$ cat src/hw/rxpm_pkg.sv
// Purpose: shared constants and types of the receive phase meter
// Assumes: mclk at 10 MHz, 13-bit signed front-end samples
// Notes: angles are kept as 12-bit turns, 16 steps per output code
`default_nettype none
package rxpm_pkg;
  // timing
  localparam int CLK_HZ = 10_000_000;
  localparam int TICK_HZ = 1_000_000;
  localparam int PERIOD_NS = 8000;
  localparam int TICK_CYC = CLK_HZ / TICK_HZ;
  localparam int SUB_CNT = PERIOD_NS / (1_000_000_000 / TICK_HZ);
  localparam int PERIOD_CYC = TICK_CYC * SUB_CNT;
  localparam logic [3:0] TICK_LAST = 4'(TICK_CYC - 1);
  localparam logic [2:0] SUB_LAST = 3'(SUB_CNT - 1);
  // word addresses
  localparam logic [2:0] ADR_CTRL = 3'h0;
  localparam logic [2:0] ADR_PHASE = 3'h1;
  localparam logic [2:0] ADR_QUAL = 3'h2;
  localparam logic [2:0] ADR_REAL = 3'h3;
  localparam logic [2:0] ADR_IMAG = 3'h4;
  // control fields
  localparam int B_ENABLE = 0;
  localparam int B_AVERAGING_SEL = 1;
  localparam int SYNC_LSB = 2;
  localparam int B_FREQ_ERR_SEL = 5;
  localparam int B_IQ_FORM_SEL = 6;
  localparam int B_CF_TIME_ALIGN = 7;
  localparam logic [7:0] CTRL_RST = 8'h02;
  localparam logic [7:0] CTRL_WMASK = 8'hE3;
  // arithmetic
  localparam int CW = 28;
  localparam int NIT = 10;
  localparam logic [3:0] IT_LAST = 4'(NIT - 1);
  localparam logic [11:0] HALF_TURN = 12'h800;
  localparam logic [11:0] ANG_RND = 12'h008;
  localparam logic signed [CW-1:0] ROT_X0 = 28'sh0002641;
  localparam logic [11:0] ATAN_TAB [NIT] = '{12'h200, 12'h12F, 12'h0A0, 12'h051,
    12'h029, 12'h014, 12'h00A, 12'h005, 12'h003, 12'h001};
  localparam int RAW_DROP = 5;
  localparam int NRM_DROP = 8;
  localparam logic signed [CW-1:0] RAW_RND = 28'sh0000010;
  localparam logic signed [CW-1:0] NRM_RND = 28'sh0000080;
  localparam logic signed [CW-1:0] SAT_HI = 28'sh000007F;
  localparam logic signed [CW-1:0] SAT_LO = -28'sh0000080;
  typedef enum logic [2:0] {
    ST_IDLE = 3'b000,
    ST_VEC = 3'b001,
    ST_ROT = 3'b011,
    ST_DRF = 3'b010,
    ST_DONE = 3'b110
  } rxpm_state_e;
endpackage : rxpm_pkg
`default_nettype wire

$ cat src/hw/rxpm_top.sv
// Purpose: periodic phase, I/Q and stability monitor on receiver samples
// Assumes: samples arrive on mclk with a valid strobe
// Notes: results lag the measured period by one period
//
// Chosen here: the address map and the Avalon-MM slave port.
`default_nettype none
module rxpm_top
  import rxpm_pkg::*;
(
  // clock and reset
  input wire logic mclk_in,
  input wire logic rst_n_in,
  // avalon-mm slave
  input wire logic [2:0] avs_address_in,
  input wire logic avs_read_in,
  input wire logic avs_write_in,
  input wire logic [31:0] avs_writedata_in,
  input wire logic [3:0] avs_byteenable_in,
  output logic [31:0] avs_readdata_out,
  output logic avs_waitrequest_out,
  // front-end samples
  input wire logic fe_valid_in,
  input wire logic signed [12:0] fe_i_in,
  input wire logic signed [12:0] fe_q_in,
  // channel number setting
  input wire logic chan_wr_in,
  input wire logic [7:0] chan_data_in,
  output logic chan_apply_out,
  output logic [7:0] chan_number_out
);

  function automatic logic [7:0] sat8(input logic signed [CW-1:0] v);
    if (v > SAT_HI) return 8'h7F;
    if (v < SAT_LO) return 8'h80;
    return v[7:0];
  endfunction : sat8

  // bus and control
  logic ack_r, ack_nxt;
  logic [31:0] rdata_r, rdata_nxt;
  logic [7:0] ctrl_r, ctrl_nxt;
  logic [7:0] res_ph_r, res_ph_nxt, res_q_r, res_q_nxt;
  logic [7:0] res_re_r, res_re_nxt, res_im_r, res_im_nxt;
  logic [2:0] sub_r, sub_nxt;
  logic en, wrap;

  assign en = ctrl_r[B_ENABLE];
  assign avs_waitrequest_out = (avs_read_in | avs_write_in) & ~ack_r;
  assign avs_readdata_out = rdata_r;

  always_comb begin
    ack_nxt = (avs_read_in | avs_write_in) & ~ack_r;
    ctrl_nxt = ctrl_r;
    if (avs_write_in && ack_r && avs_byteenable_in[0] && avs_address_in == ADR_CTRL) begin
      ctrl_nxt = avs_writedata_in[7:0] & CTRL_WMASK;
    end
    rdata_nxt = 32'h0;
    case (avs_address_in)
      ADR_CTRL: rdata_nxt[7:0] = {ctrl_r[7:5], sub_r, ctrl_r[1:0]};
      ADR_PHASE: rdata_nxt[7:0] = res_ph_r;
      ADR_QUAL: rdata_nxt[7:0] = res_q_r;
      ADR_REAL: rdata_nxt[7:0] = res_re_r;
      ADR_IMAG: rdata_nxt[7:0] = res_im_r;
      default: rdata_nxt = 32'h0;
    endcase
  end

  always_ff @(posedge mclk_in or negedge rst_n_in) begin
    if (!rst_n_in) begin
      ack_r <= 1'b0;
      rdata_r <= 32'h0;
      ctrl_r <= CTRL_RST;
    end else begin
      ack_r <= ack_nxt;
      rdata_r <= rdata_nxt;
      ctrl_r <= ctrl_nxt;
    end
  end

  // period timing and accumulation
  logic [3:0] tick_r, tick_nxt;
  logic [6:0] cnt_r, cnt_nxt, cnt_w;
  logic signed [19:0] aci_r, aci_nxt, acq_r, acq_nxt, aci_w, acq_w;
  logic signed [12:0] li_r, li_nxt, lq_r, lq_nxt, li_w, lq_w;
  logic signed [7:0] pi_r, pi_nxt, pq_r, pq_nxt, ci, cq;
  logic hp_r, hp_nxt;
  logic signed [23:0] dx_r, dx_nxt, dy_r, dy_nxt, dx_w, dy_w;
  logic signed [16:0] dre, dim;
  logic signed [CW-1:0] sdx_r, sdx_nxt, sdy_r, sdy_nxt, sx_w, sy_w, mi, mq;
  logic [7:0] raw_re_r, raw_re_nxt, raw_im_r, raw_im_nxt, cfg_r, cfg_nxt;
  logic [2:0] sh;
  logic aver;

  assign wrap = en && tick_r == TICK_LAST && sub_r == SUB_LAST;

  always_comb begin
    ci = fe_i_in[12:5];
    cq = fe_q_in[12:5];
    // conjugate product of consecutive samples tracks the drift
    dre = 17'(ci * pi_r) + 17'(cq * pq_r);
    dim = 17'(cq * pi_r) - 17'(ci * pq_r);
    aci_w = aci_r;
    acq_w = acq_r;
    cnt_w = cnt_r;
    li_w = li_r;
    lq_w = lq_r;
    dx_w = dx_r;
    dy_w = dy_r;
    if (fe_valid_in) begin
      aci_w = aci_r + 20'(fe_i_in);
      acq_w = acq_r + 20'(fe_q_in);
      cnt_w = cnt_r + 7'h01;
      li_w = fe_i_in;
      lq_w = fe_q_in;
      if (hp_r) begin
        dx_w = dx_r + 24'(dre);
        dy_w = dy_r + 24'(dim);
      end
    end
    // mean by shift: exact only for power-of-two sample counts
    sh = 3'h0;
    for (int k = 1; k < 7; k++) begin
      if (cnt_w[k]) sh = 3'(k);
    end
    aver = ctrl_r[B_AVERAGING_SEL];
    sx_w = aver ? CW'(aci_w) : CW'(li_w);
    sy_w = aver ? CW'(acq_w) : CW'(lq_w);
    mi = aver ? sx_w >>> sh : sx_w;
    mq = aver ? sy_w >>> sh : sy_w;
    tick_nxt = 4'h0;
    sub_nxt = 3'h0;
    cnt_nxt = 7'h00;
    aci_nxt = 20'sh0;
    acq_nxt = 20'sh0;
    dx_nxt = 24'sh0;
    dy_nxt = 24'sh0;
    li_nxt = li_w;
    lq_nxt = lq_w;
    pi_nxt = fe_valid_in ? ci : pi_r;
    pq_nxt = fe_valid_in ? cq : pq_r;
    hp_nxt = 1'b0;
    sdx_nxt = sdx_r;
    sdy_nxt = sdy_r;
    raw_re_nxt = raw_re_r;
    raw_im_nxt = raw_im_r;
    cfg_nxt = cfg_r;
    if (en) begin
      tick_nxt = (tick_r == TICK_LAST) ? 4'h0 : tick_r + 4'h1;
      sub_nxt = sub_r;
      if (tick_r == TICK_LAST) begin
        sub_nxt = (sub_r == SUB_LAST) ? 3'h0 : sub_r + 3'h1;
      end
      hp_nxt = hp_r | fe_valid_in;
      if (wrap) begin
        sdx_nxt = CW'(dx_w);
        sdy_nxt = CW'(dy_w);
        raw_re_nxt = sat8((mi + RAW_RND) >>> RAW_DROP);
        raw_im_nxt = sat8((mq + RAW_RND) >>> RAW_DROP);
        cfg_nxt = ctrl_r;
      end else begin
        cnt_nxt = cnt_w;
        aci_nxt = aci_w;
        acq_nxt = acq_w;
        dx_nxt = dx_w;
        dy_nxt = dy_w;
      end
    end
  end

  always_ff @(posedge mclk_in or negedge rst_n_in) begin
    if (!rst_n_in) begin
      tick_r <= 4'h0;
      sub_r <= 3'h0;
      cnt_r <= 7'h00;
      aci_r <= 20'sh0;
      acq_r <= 20'sh0;
      li_r <= 13'sh0;
      lq_r <= 13'sh0;
      pi_r <= 8'sh0;
      pq_r <= 8'sh0;
      hp_r <= 1'b0;
      dx_r <= 24'sh0;
      dy_r <= 24'sh0;
      sdx_r <= '0;
      sdy_r <= '0;
      raw_re_r <= 8'h00;
      raw_im_r <= 8'h00;
      cfg_r <= 8'h00;
    end else begin
      tick_r <= tick_nxt;
      sub_r <= sub_nxt;
      cnt_r <= cnt_nxt;
      aci_r <= aci_nxt;
      acq_r <= acq_nxt;
      li_r <= li_nxt;
      lq_r <= lq_nxt;
      pi_r <= pi_nxt;
      pq_r <= pq_nxt;
      hp_r <= hp_nxt;
      dx_r <= dx_nxt;
      dy_r <= dy_nxt;
      sdx_r <= sdx_nxt;
      sdy_r <= sdy_nxt;
      raw_re_r <= raw_re_nxt;
      raw_im_r <= raw_im_nxt;
      cfg_r <= cfg_nxt;
    end
  end

  // angle engine: vector mean, rotate unit vector, vector drift
  rxpm_state_e st_r, st_nxt;
  logic [3:0] it_r, it_nxt;
  logic signed [CW-1:0] x_r, x_nxt, y_r, y_nxt, xs, ys, xi, yi, vsx, vsy;
  logic [11:0] z_r, z_nxt, zi, zr, at;
  logic [7:0] stg_ph_r, stg_ph_nxt, stg_q_r, stg_q_nxt;
  logic [7:0] stg_re_r, stg_re_nxt, stg_im_r, stg_im_nxt;
  logic stg_ok_r, stg_ok_nxt, ccw, last, rneg;
  logic signed [7:0] dph;
  logic [8:0] mag;
  logic [9:0] dbl;

  always_comb begin
    xs = x_r >>> it_r;
    ys = y_r >>> it_r;
    at = ATAN_TAB[it_r];
    ccw = (st_r == ST_ROT) ? ~z_r[11] : y_r[CW-1];
    xi = ccw ? x_r - ys : x_r + ys;
    yi = ccw ? y_r + xs : y_r - xs;
    zi = ccw ? z_r - at : z_r + at;
    zr = zi + ANG_RND;
    dph = zr[11:4];
    mag = dph[7] ? 9'h000 - 9'(dph) : 9'(dph);
    dbl = {mag, 1'b0};
    last = it_r == IT_LAST;
    rneg = zi[11] ^ zi[10];
    st_nxt = st_r;
    it_nxt = it_r + 4'h1;
    x_nxt = xi;
    y_nxt = yi;
    z_nxt = zi;
    stg_ph_nxt = stg_ph_r;
    stg_q_nxt = stg_q_r;
    stg_re_nxt = stg_re_r;
    stg_im_nxt = stg_im_r;
    stg_ok_nxt = stg_ok_r & en;
    res_ph_nxt = res_ph_r;
    res_q_nxt = res_q_r;
    res_re_nxt = res_re_r;
    res_im_nxt = res_im_r;
    unique case (st_r)
      ST_IDLE, ST_DONE: begin
        it_nxt = it_r;
        x_nxt = x_r;
        y_nxt = y_r;
        z_nxt = z_r;
      end
      ST_VEC: if (last) begin
        stg_ph_nxt = zr[11:4];
        x_nxt = rneg ? -ROT_X0 : ROT_X0;
        y_nxt = '0;
        z_nxt = rneg ? zi - HALF_TURN : zi;
        it_nxt = 4'h0;
        st_nxt = ST_ROT;
      end
      ST_ROT: if (last) begin
        stg_re_nxt = sat8((xi + NRM_RND) >>> NRM_DROP);
        stg_im_nxt = sat8((yi + NRM_RND) >>> NRM_DROP);
        st_nxt = ST_DRF;
      end
      ST_DRF: if (last) begin
        // offset code is twice the mean phase step per sample
        stg_q_nxt = cfg_r[B_FREQ_ERR_SEL] ? sat8(CW'(dph) <<< 1)
          : ((dbl > 10'h0FF) ? 8'h00 : 8'hFF - dbl[7:0]);
        if (cfg_r[B_IQ_FORM_SEL]) begin
          stg_re_nxt = raw_re_r;
          stg_im_nxt = raw_im_r;
        end
        stg_ok_nxt = 1'b1;
        it_nxt = 4'h0;
        st_nxt = ST_DONE;
      end
      default: st_nxt = ST_IDLE;
    endcase
    vsx = wrap ? sx_w : sdx_r;
    vsy = wrap ? sy_w : sdy_r;
    if (wrap || (st_r == ST_ROT && last)) begin
      x_nxt = vsx[CW-1] ? -vsx : vsx;
      y_nxt = vsx[CW-1] ? -vsy : vsy;
      z_nxt = vsx[CW-1] ? HALF_TURN : 12'h000;
      it_nxt = 4'h0;
    end
    if (wrap) begin
      st_nxt = ST_VEC;
      stg_ok_nxt = 1'b0;
      if (stg_ok_r) begin
        res_ph_nxt = stg_ph_r;
        res_q_nxt = stg_q_r;
        res_re_nxt = stg_re_r;
        res_im_nxt = stg_im_r;
      end
    end
  end

  always_ff @(posedge mclk_in or negedge rst_n_in) begin
    if (!rst_n_in) begin
      st_r <= ST_IDLE;
      it_r <= 4'h0;
      x_r <= '0;
      y_r <= '0;
      z_r <= 12'h000;
      stg_ph_r <= 8'h00;
      stg_q_r <= 8'h00;
      stg_re_r <= 8'h00;
      stg_im_r <= 8'h00;
      stg_ok_r <= 1'b0;
      res_ph_r <= 8'h00;
      res_q_r <= 8'h00;
      res_re_r <= 8'h00;
      res_im_r <= 8'h00;
    end else begin
      st_r <= st_nxt;
      it_r <= it_nxt;
      x_r <= x_nxt;
      y_r <= y_nxt;
      z_r <= z_nxt;
      stg_ph_r <= stg_ph_nxt;
      stg_q_r <= stg_q_nxt;
      stg_re_r <= stg_re_nxt;
      stg_im_r <= stg_im_nxt;
      stg_ok_r <= stg_ok_nxt;
      res_ph_r <= res_ph_nxt;
      res_q_r <= res_q_nxt;
      res_re_r <= res_re_nxt;
      res_im_r <= res_im_nxt;
    end
  end

  // channel change alignment
  logic pend_r, pend_nxt, apply_r, apply_nxt, align;
  logic [7:0] pval_r, pval_nxt, chan_r, chan_nxt;

  assign align = ctrl_r[B_CF_TIME_ALIGN] & en;
  assign chan_apply_out = apply_r;
  assign chan_number_out = chan_r;

  always_comb begin
    pend_nxt = pend_r;
    pval_nxt = pval_r;
    chan_nxt = chan_r;
    apply_nxt = 1'b0;
    if (pend_r && (wrap || !align)) begin
      chan_nxt = pval_r;
      apply_nxt = 1'b1;
      pend_nxt = 1'b0;
    end
    // with alignment off a new write wins over the release of an older one; with it on the older one is applied and the new one held
    if (chan_wr_in) begin
      if (align) begin
        pend_nxt = 1'b1;
        pval_nxt = chan_data_in;
      end else begin
        chan_nxt = chan_data_in;
        apply_nxt = 1'b1;
      end
    end
  end

  always_ff @(posedge mclk_in or negedge rst_n_in) begin
    if (!rst_n_in) begin
      pend_r <= 1'b0;
      pval_r <= 8'h00;
      chan_r <= 8'h00;
      apply_r <= 1'b0;
    end else begin
      pend_r <= pend_nxt;
      pval_r <= pval_nxt;
      chan_r <= chan_nxt;
      apply_r <= apply_nxt;
    end
  end

  // checks
  logic [6:0] gap_r;
  logic seen_r;
  always_ff @(posedge mclk_in or negedge rst_n_in) begin
    if (!rst_n_in) begin
      gap_r <= 7'h00;
      seen_r <= 1'b0;
    end else begin
      gap_r <= (wrap || !en) ? 7'h00 : gap_r + 7'h01;
      seen_r <= en & (seen_r | wrap);
    end
  end
endmodule : rxpm_top
`default_nettype wire

$ cat config.mk
export PLATFORM = sky130hd
export DESIGN_NAME = rxpm_top
export DESIGN_NICKNAME = d
export VERILOG_FILES = /design/src/hw/rxpm_pkg.sv /design/src/hw/rxpm_top.sv
export SDC_FILE = /design/constraint.sdc
export NUM_CORES = 2
export LEC_CHECK = 0
export BUFFER_PORTS_ARGS = -buffer_cell sky130_fd_sc_hd__buf_2
export CAP_MARGIN = 20
export CORE_UTILIZATION = 55
export DETAILED_ROUTE_END_ITERATION = 8
export PLACE_DENSITY = 0.72
export SYNTH_ARGS = -nofsm -noshare
export SYNTH_HDL_FRONTEND = slang
export SYNTH_SLANG_ARGS = --single-unit
$ cat constraint.sdc
create_clock -name mclk_in -period 7.5 [get_ports mclk_in]
set_input_delay 1.125 -clock mclk_in [delete_from_list [all_inputs] [get_ports mclk_in]]
set_output_delay 1.125 -clock mclk_in [all_outputs]
set_load 0.03 [all_outputs]
==> results summary <==
The run finished with clean final reports. The flip-flop and latch count after synthesis came out at around 380. The fill cell instance count of the final layout came out at approximately 7.4k. For this run, design rule violations remaining after detail routing come to 0. The arrival time reported for the critical path endpoint is roughly 7700 ps. Global routing finished with a remaining overflow of 0.

The overall track demand over capacity in global routing is approximately 32%. The most common flop cell mapped by yosys is sky130_fd_sc_hd__dfrtp_1. The area growth from synthesis to final layout came out at 8.68%.

The average size of a mapped cell is around 8.7 um^2. The die outline width is between 200 and 300 um. The post-detailed-route count of antenna-violating nets came out at 0. The worst reg-to-reg path cell count is 25. The final-stage net count came out at 6230.

The tree is rooted in a sky130_fd_sc_hd__clkbuf_16. Setup repair after global routing could not meet its margin everywhere. The startpoint identified for the worst hold timing path is ack_r$_DFF_PN0_.

In this run the critical register-to-register path is captured at stg_re_r[4]$_DFFE_PN0P_. The count of final max-slew check failures is 0. The path class of the tightest hold or removal check is reg2reg. Of all flip-flops after synthesis, the portion carrying an async set or reset was between 90% and 100%.

The clock period could shrink to about 7200 ps. The number of violations of the max-capacitance limit is 0. The register area share after synthesis is 20.5%. The share of post-route cells with drive strength above 1 is between 10 and 15%.

The biggest fanout along the worst timing path is 24. The wire length of the first global-routing pass is ~220 mm. The most repeated cell in the gate-level netlist after synthesis is sky130_fd_sc_hd__inv_1. The worst setup skew after layout is between 60 and 70 ps. The post-CTS clock slew at the launch and capture registers of the worst setup and hold paths is approximately 70 ps. The synthesized cell area is 0.0467 mm^2. The placement-stage cell area is 0.0492 mm^2.

Measured against its own limit, the worst slew margin works out to roughly a fifth. The die area came out at between 0.08 and 0.09 mm^2. The path with the worst hold slack has its endpoint at ack_r$_DFF_PN0_. The ratio of final minimum period to clock period is a little over nine tenths. sky130_fd_sc_hd__dfrtp_1 takes more of the synthesized area than any other cell. The final instance area came out at 0.0508 mm^2. The initial antenna violation count is 10. The number of global-route vias before repair was between 30k and 40k. Derived from the worst setup path, the maximum achievable clock frequency is 138 MHz. At the worst endpoint, the required time is around 8000 ps. The CTS buffer count is 45. The synthesized design contains 0 enable-type register cells. The distinct cell type count of the synthesized netlist is between 100 and 150.

The post-synthesis cell count came out at 5369. The clock drives 383 sinks. Across the VDD grid, the largest voltage drop is 1090 uV. The power density of the placed cells is slightly above 500 mW/mm^2.

In this run the biggest area consumer among cell types represents approximately a fifth of the synthesized area. The count of input and output buffers is 66. The height of the chip came out at just under 300 um. The static power due to leakage came out at around 24 nW. The first detailed-routing pass ran for 6 iterations. The worst setup path is captured at a flip-flop. The final count of hold timing violations is 0. The H-tree generated during clock tree synthesis spans 2 levels. The detailed router's first-iteration violation count came out at between 3k and 4k.

The combined flip-flop and latch cell area came out at ~0.0096 mm^2. The average via count per standard cell is approximately 6. Setup violations remaining at the end of the flow were counted as 0. The floorplan has 106 rows.

The routed via count came out at 40.1k. Buffers inserted to repair hold after CTS numbered 0. The maximum buffer depth of the clock tree is 3.

The clock latency reported for the late side of the worst-skew pair is ~640 ps. The worst hold-check slack came out at 436 ps. The worst register-to-register path begins at it_r[0]$_DFFE_PN0P_. The minimum setup slack after placement is -514 ps.

The average wire length per cell after detail routing came out at between 20 and 25 um. At the end of routability-driven placement, the weighted congestion stood at slightly below 1. The number of cells traversed by the worst hold path came out at 1. The pin count of the biggest net entering global routing is 164. The slew at the pin closest to its max-slew limit came out at ~1200 ps. By area the synthesized netlist is led by sky130_fd_sc_hd__dfrtp_1 (20%), sky130_fd_sc_hd__fa_1 (17%), sky130_fd_sc_hd__ha_1 (8.1%). TritonCTS built the clock tree. The warning count from the yosys run came out at 0. The starting density of the core came out at a little under three fifths. Once routing completed, OpenROAD measured the worst setup slack at around 270 ps. The launching element type of the critical path is a flip-flop. The setup check on the worst reg-to-reg path leaves a slack of 270 ps. The post-detailed-placement half-perimeter wirelength is 109 mm. Counting instances in the post-synthesis netlist gives the leading cell types as sky130_fd_sc_hd__inv_1 (571), sky130_fd_sc_hd__nor2_1 (514), sky130_fd_sc_hd__nand2_1 (475).

The wire length reported by the detailed router is ~140 mm. The area of the core is 0.0838 mm^2. The category of the most critical setup path is reg2reg. The area of the multi-input gates came out at ~0.034 mm^2. The number of primary I/O pins came out at 121.
worst max-delay path, cell delays in order (launching register included):
cell	delay (ps)
sky130_fd_sc_hd__dfrtp_2	390
sky130_fd_sc_hd__buf_12	200
sky130_fd_sc_hd__mux4_1	650
sky130_fd_sc_hd__mux4_2	540
sky130_fd_sc_hd__or2_1	260
sky130_fd_sc_hd__a221oi_2	260
sky130_fd_sc_hd__nand2_1	120
sky130_fd_sc_hd__o21ai_0	200
sky130_fd_sc_hd__xnor2_1	230
sky130_fd_sc_hd__ha_1	370
sky130_fd_sc_hd__a21o_1	240
sky130_fd_sc_hd__a21oi_1	160
sky130_fd_sc_hd__o21bai_1	80
sky130_fd_sc_hd__a221o_1	360
sky130_fd_sc_hd__inv_1	100
sky130_fd_sc_hd__o21a_1	220
sky130_fd_sc_hd__o41a_1	200
sky130_fd_sc_hd__o311ai_0	200
sky130_fd_sc_hd__or3_1	400
sky130_fd_sc_hd__or4_1	500
sky130_fd_sc_hd__or3b_1	420
sky130_fd_sc_hd__or3b_4	430
sky130_fd_sc_hd__o311ai_2	90
sky130_fd_sc_hd__buf_4	220
sky130_fd_sc_hd__nand4b_1	130
sky130_fd_sc_hd__o211ai_1	130
cell usage in the layout, fill, tap and decap left out, types with 77 or more instances in the layout:
master and n:
sky130_fd_sc_hd__inv_1 571, sky130_fd_sc_hd__nor2_1 509, sky130_fd_sc_hd__nand2_1 472, sky130_fd_sc_hd__fa_1 387, sky130_fd_sc_hd__dfrtp_1 378, sky130_fd_sc_hd__ha_1 304
sky130_fd_sc_hd__a21oi_1 274, sky130_fd_sc_hd__o21ai_0 269, sky130_fd_sc_hd__buf_4 232, sky130_fd_sc_hd__xnor2_1 185, sky130_fd_sc_hd__and2_1 161, sky130_fd_sc_hd__mux2i_1 127
sky130_fd_sc_hd__xor2_1 103, sky130_fd_sc_hd__mux2_2 100, sky130_fd_sc_hd__nand3_1 85, sky130_fd_sc_hd__nand2b_1 77
logic make-up after synthesis:
logic type,count (synthesis),share of synthesized area (%)
AOI/OAI and AO/OA,1190,16.9
xor gates and xnor gates,291,5.50
adders and majority gates,692,24.7
buffers and inverters,857,7.37
DFF,383,20.5
muxes,280,7.73
other,1,0.00802
and+or+nand+nor,1675,17.2
flip-flops by register name (all words and copies together), names as in the netlist, 12 cells and up:
register / cells
aci_r: 20
acq_r: 20
dx_r: 24
dy_r: 24
li_r: 13
lq_r: 13
sdx_r: 24
sdy_r: 24
x_r: 28
y_r: 28
z_r: 12
stage by stage:
stage / std cells / utilization (%) / setup TNS (ps) / power [W]
floorplan: 5392 / - / 0 / 0.0178
global placement: 6545 / 58.7 / -1630 / 0.0237
detailed placement: 6546 / 58.7 / -2820 / 0.0241
CTS: 6628 / 60.5 / 0 / 0.0265
global route: 6633 / 60.6 / -56.9 / 0.0294
finish: 6635 / 60.6 / 0 / 0.0264
worst max path at each step:
stage | startpoint | endpoint | slack, ps | cells after the start
after floorplan | fe_i_in[5] | sdx_r[22]$_DFFE_PN0P_ | 90 | 24
after global placement | fe_i_in[5] | sdx_r[20]$_DFFE_PN0P_ | -380 | 27
after detailed placement | fe_i_in[5] | sdx_r[20]$_DFFE_PN0P_ | -510 | 27
after CTS | fe_i_in[5] | sdx_r[20]$_DFFE_PN0P_ | 60 | 27
after global routing | it_r[0]$_DFFE_PN0P_ | stg_im_r[0]$_DFFE_PN0P_ | -30 | 25
final | it_r[0]$_DFFE_PN0P_ | stg_re_r[4]$_DFFE_PN0P_ | 270 | 25
power breakdown:
group / switching (W) / internal [W]
Sequential: 0.000166 / 0.00222
Clock: 0.00101 / 0.00122
Combinational: 0.0114 / 0.0104
Total: 0.0126 / 0.0138
final cells by class:
type                       instances  area share [%]
clock buffer                      55            2.39
sequential                       383            18.9
antenna                            6          0.0296
timing repair buffer             305            4.36
multi-input combinational       4152            66.8
clock inverter                    27           0.547
tap                             1134            2.79
inverter                         573            4.23
routing by layer:
metal / GRT usage, % / wire length [um] / vias up / share of wire (%)
met3: 3.76 / 8510 / 340 / 6.2
met2: 52.3 / 64300 / 1395 / 47
li1: - / - / 18600 / -
met1: 42.9 / 57800 / 19700 / 42
met4: 15.1 / 7240 / 8 / 5.3
met5: 0 / 50 / - / 0.036
what timing repair did:
action,CTS,global route
setup buffers,0,1
resized for setup,0,21
endpoints found under the hold margin,0,0
endpoints found under the setup margin,0,21
Power figures use the tool's default switching activity.
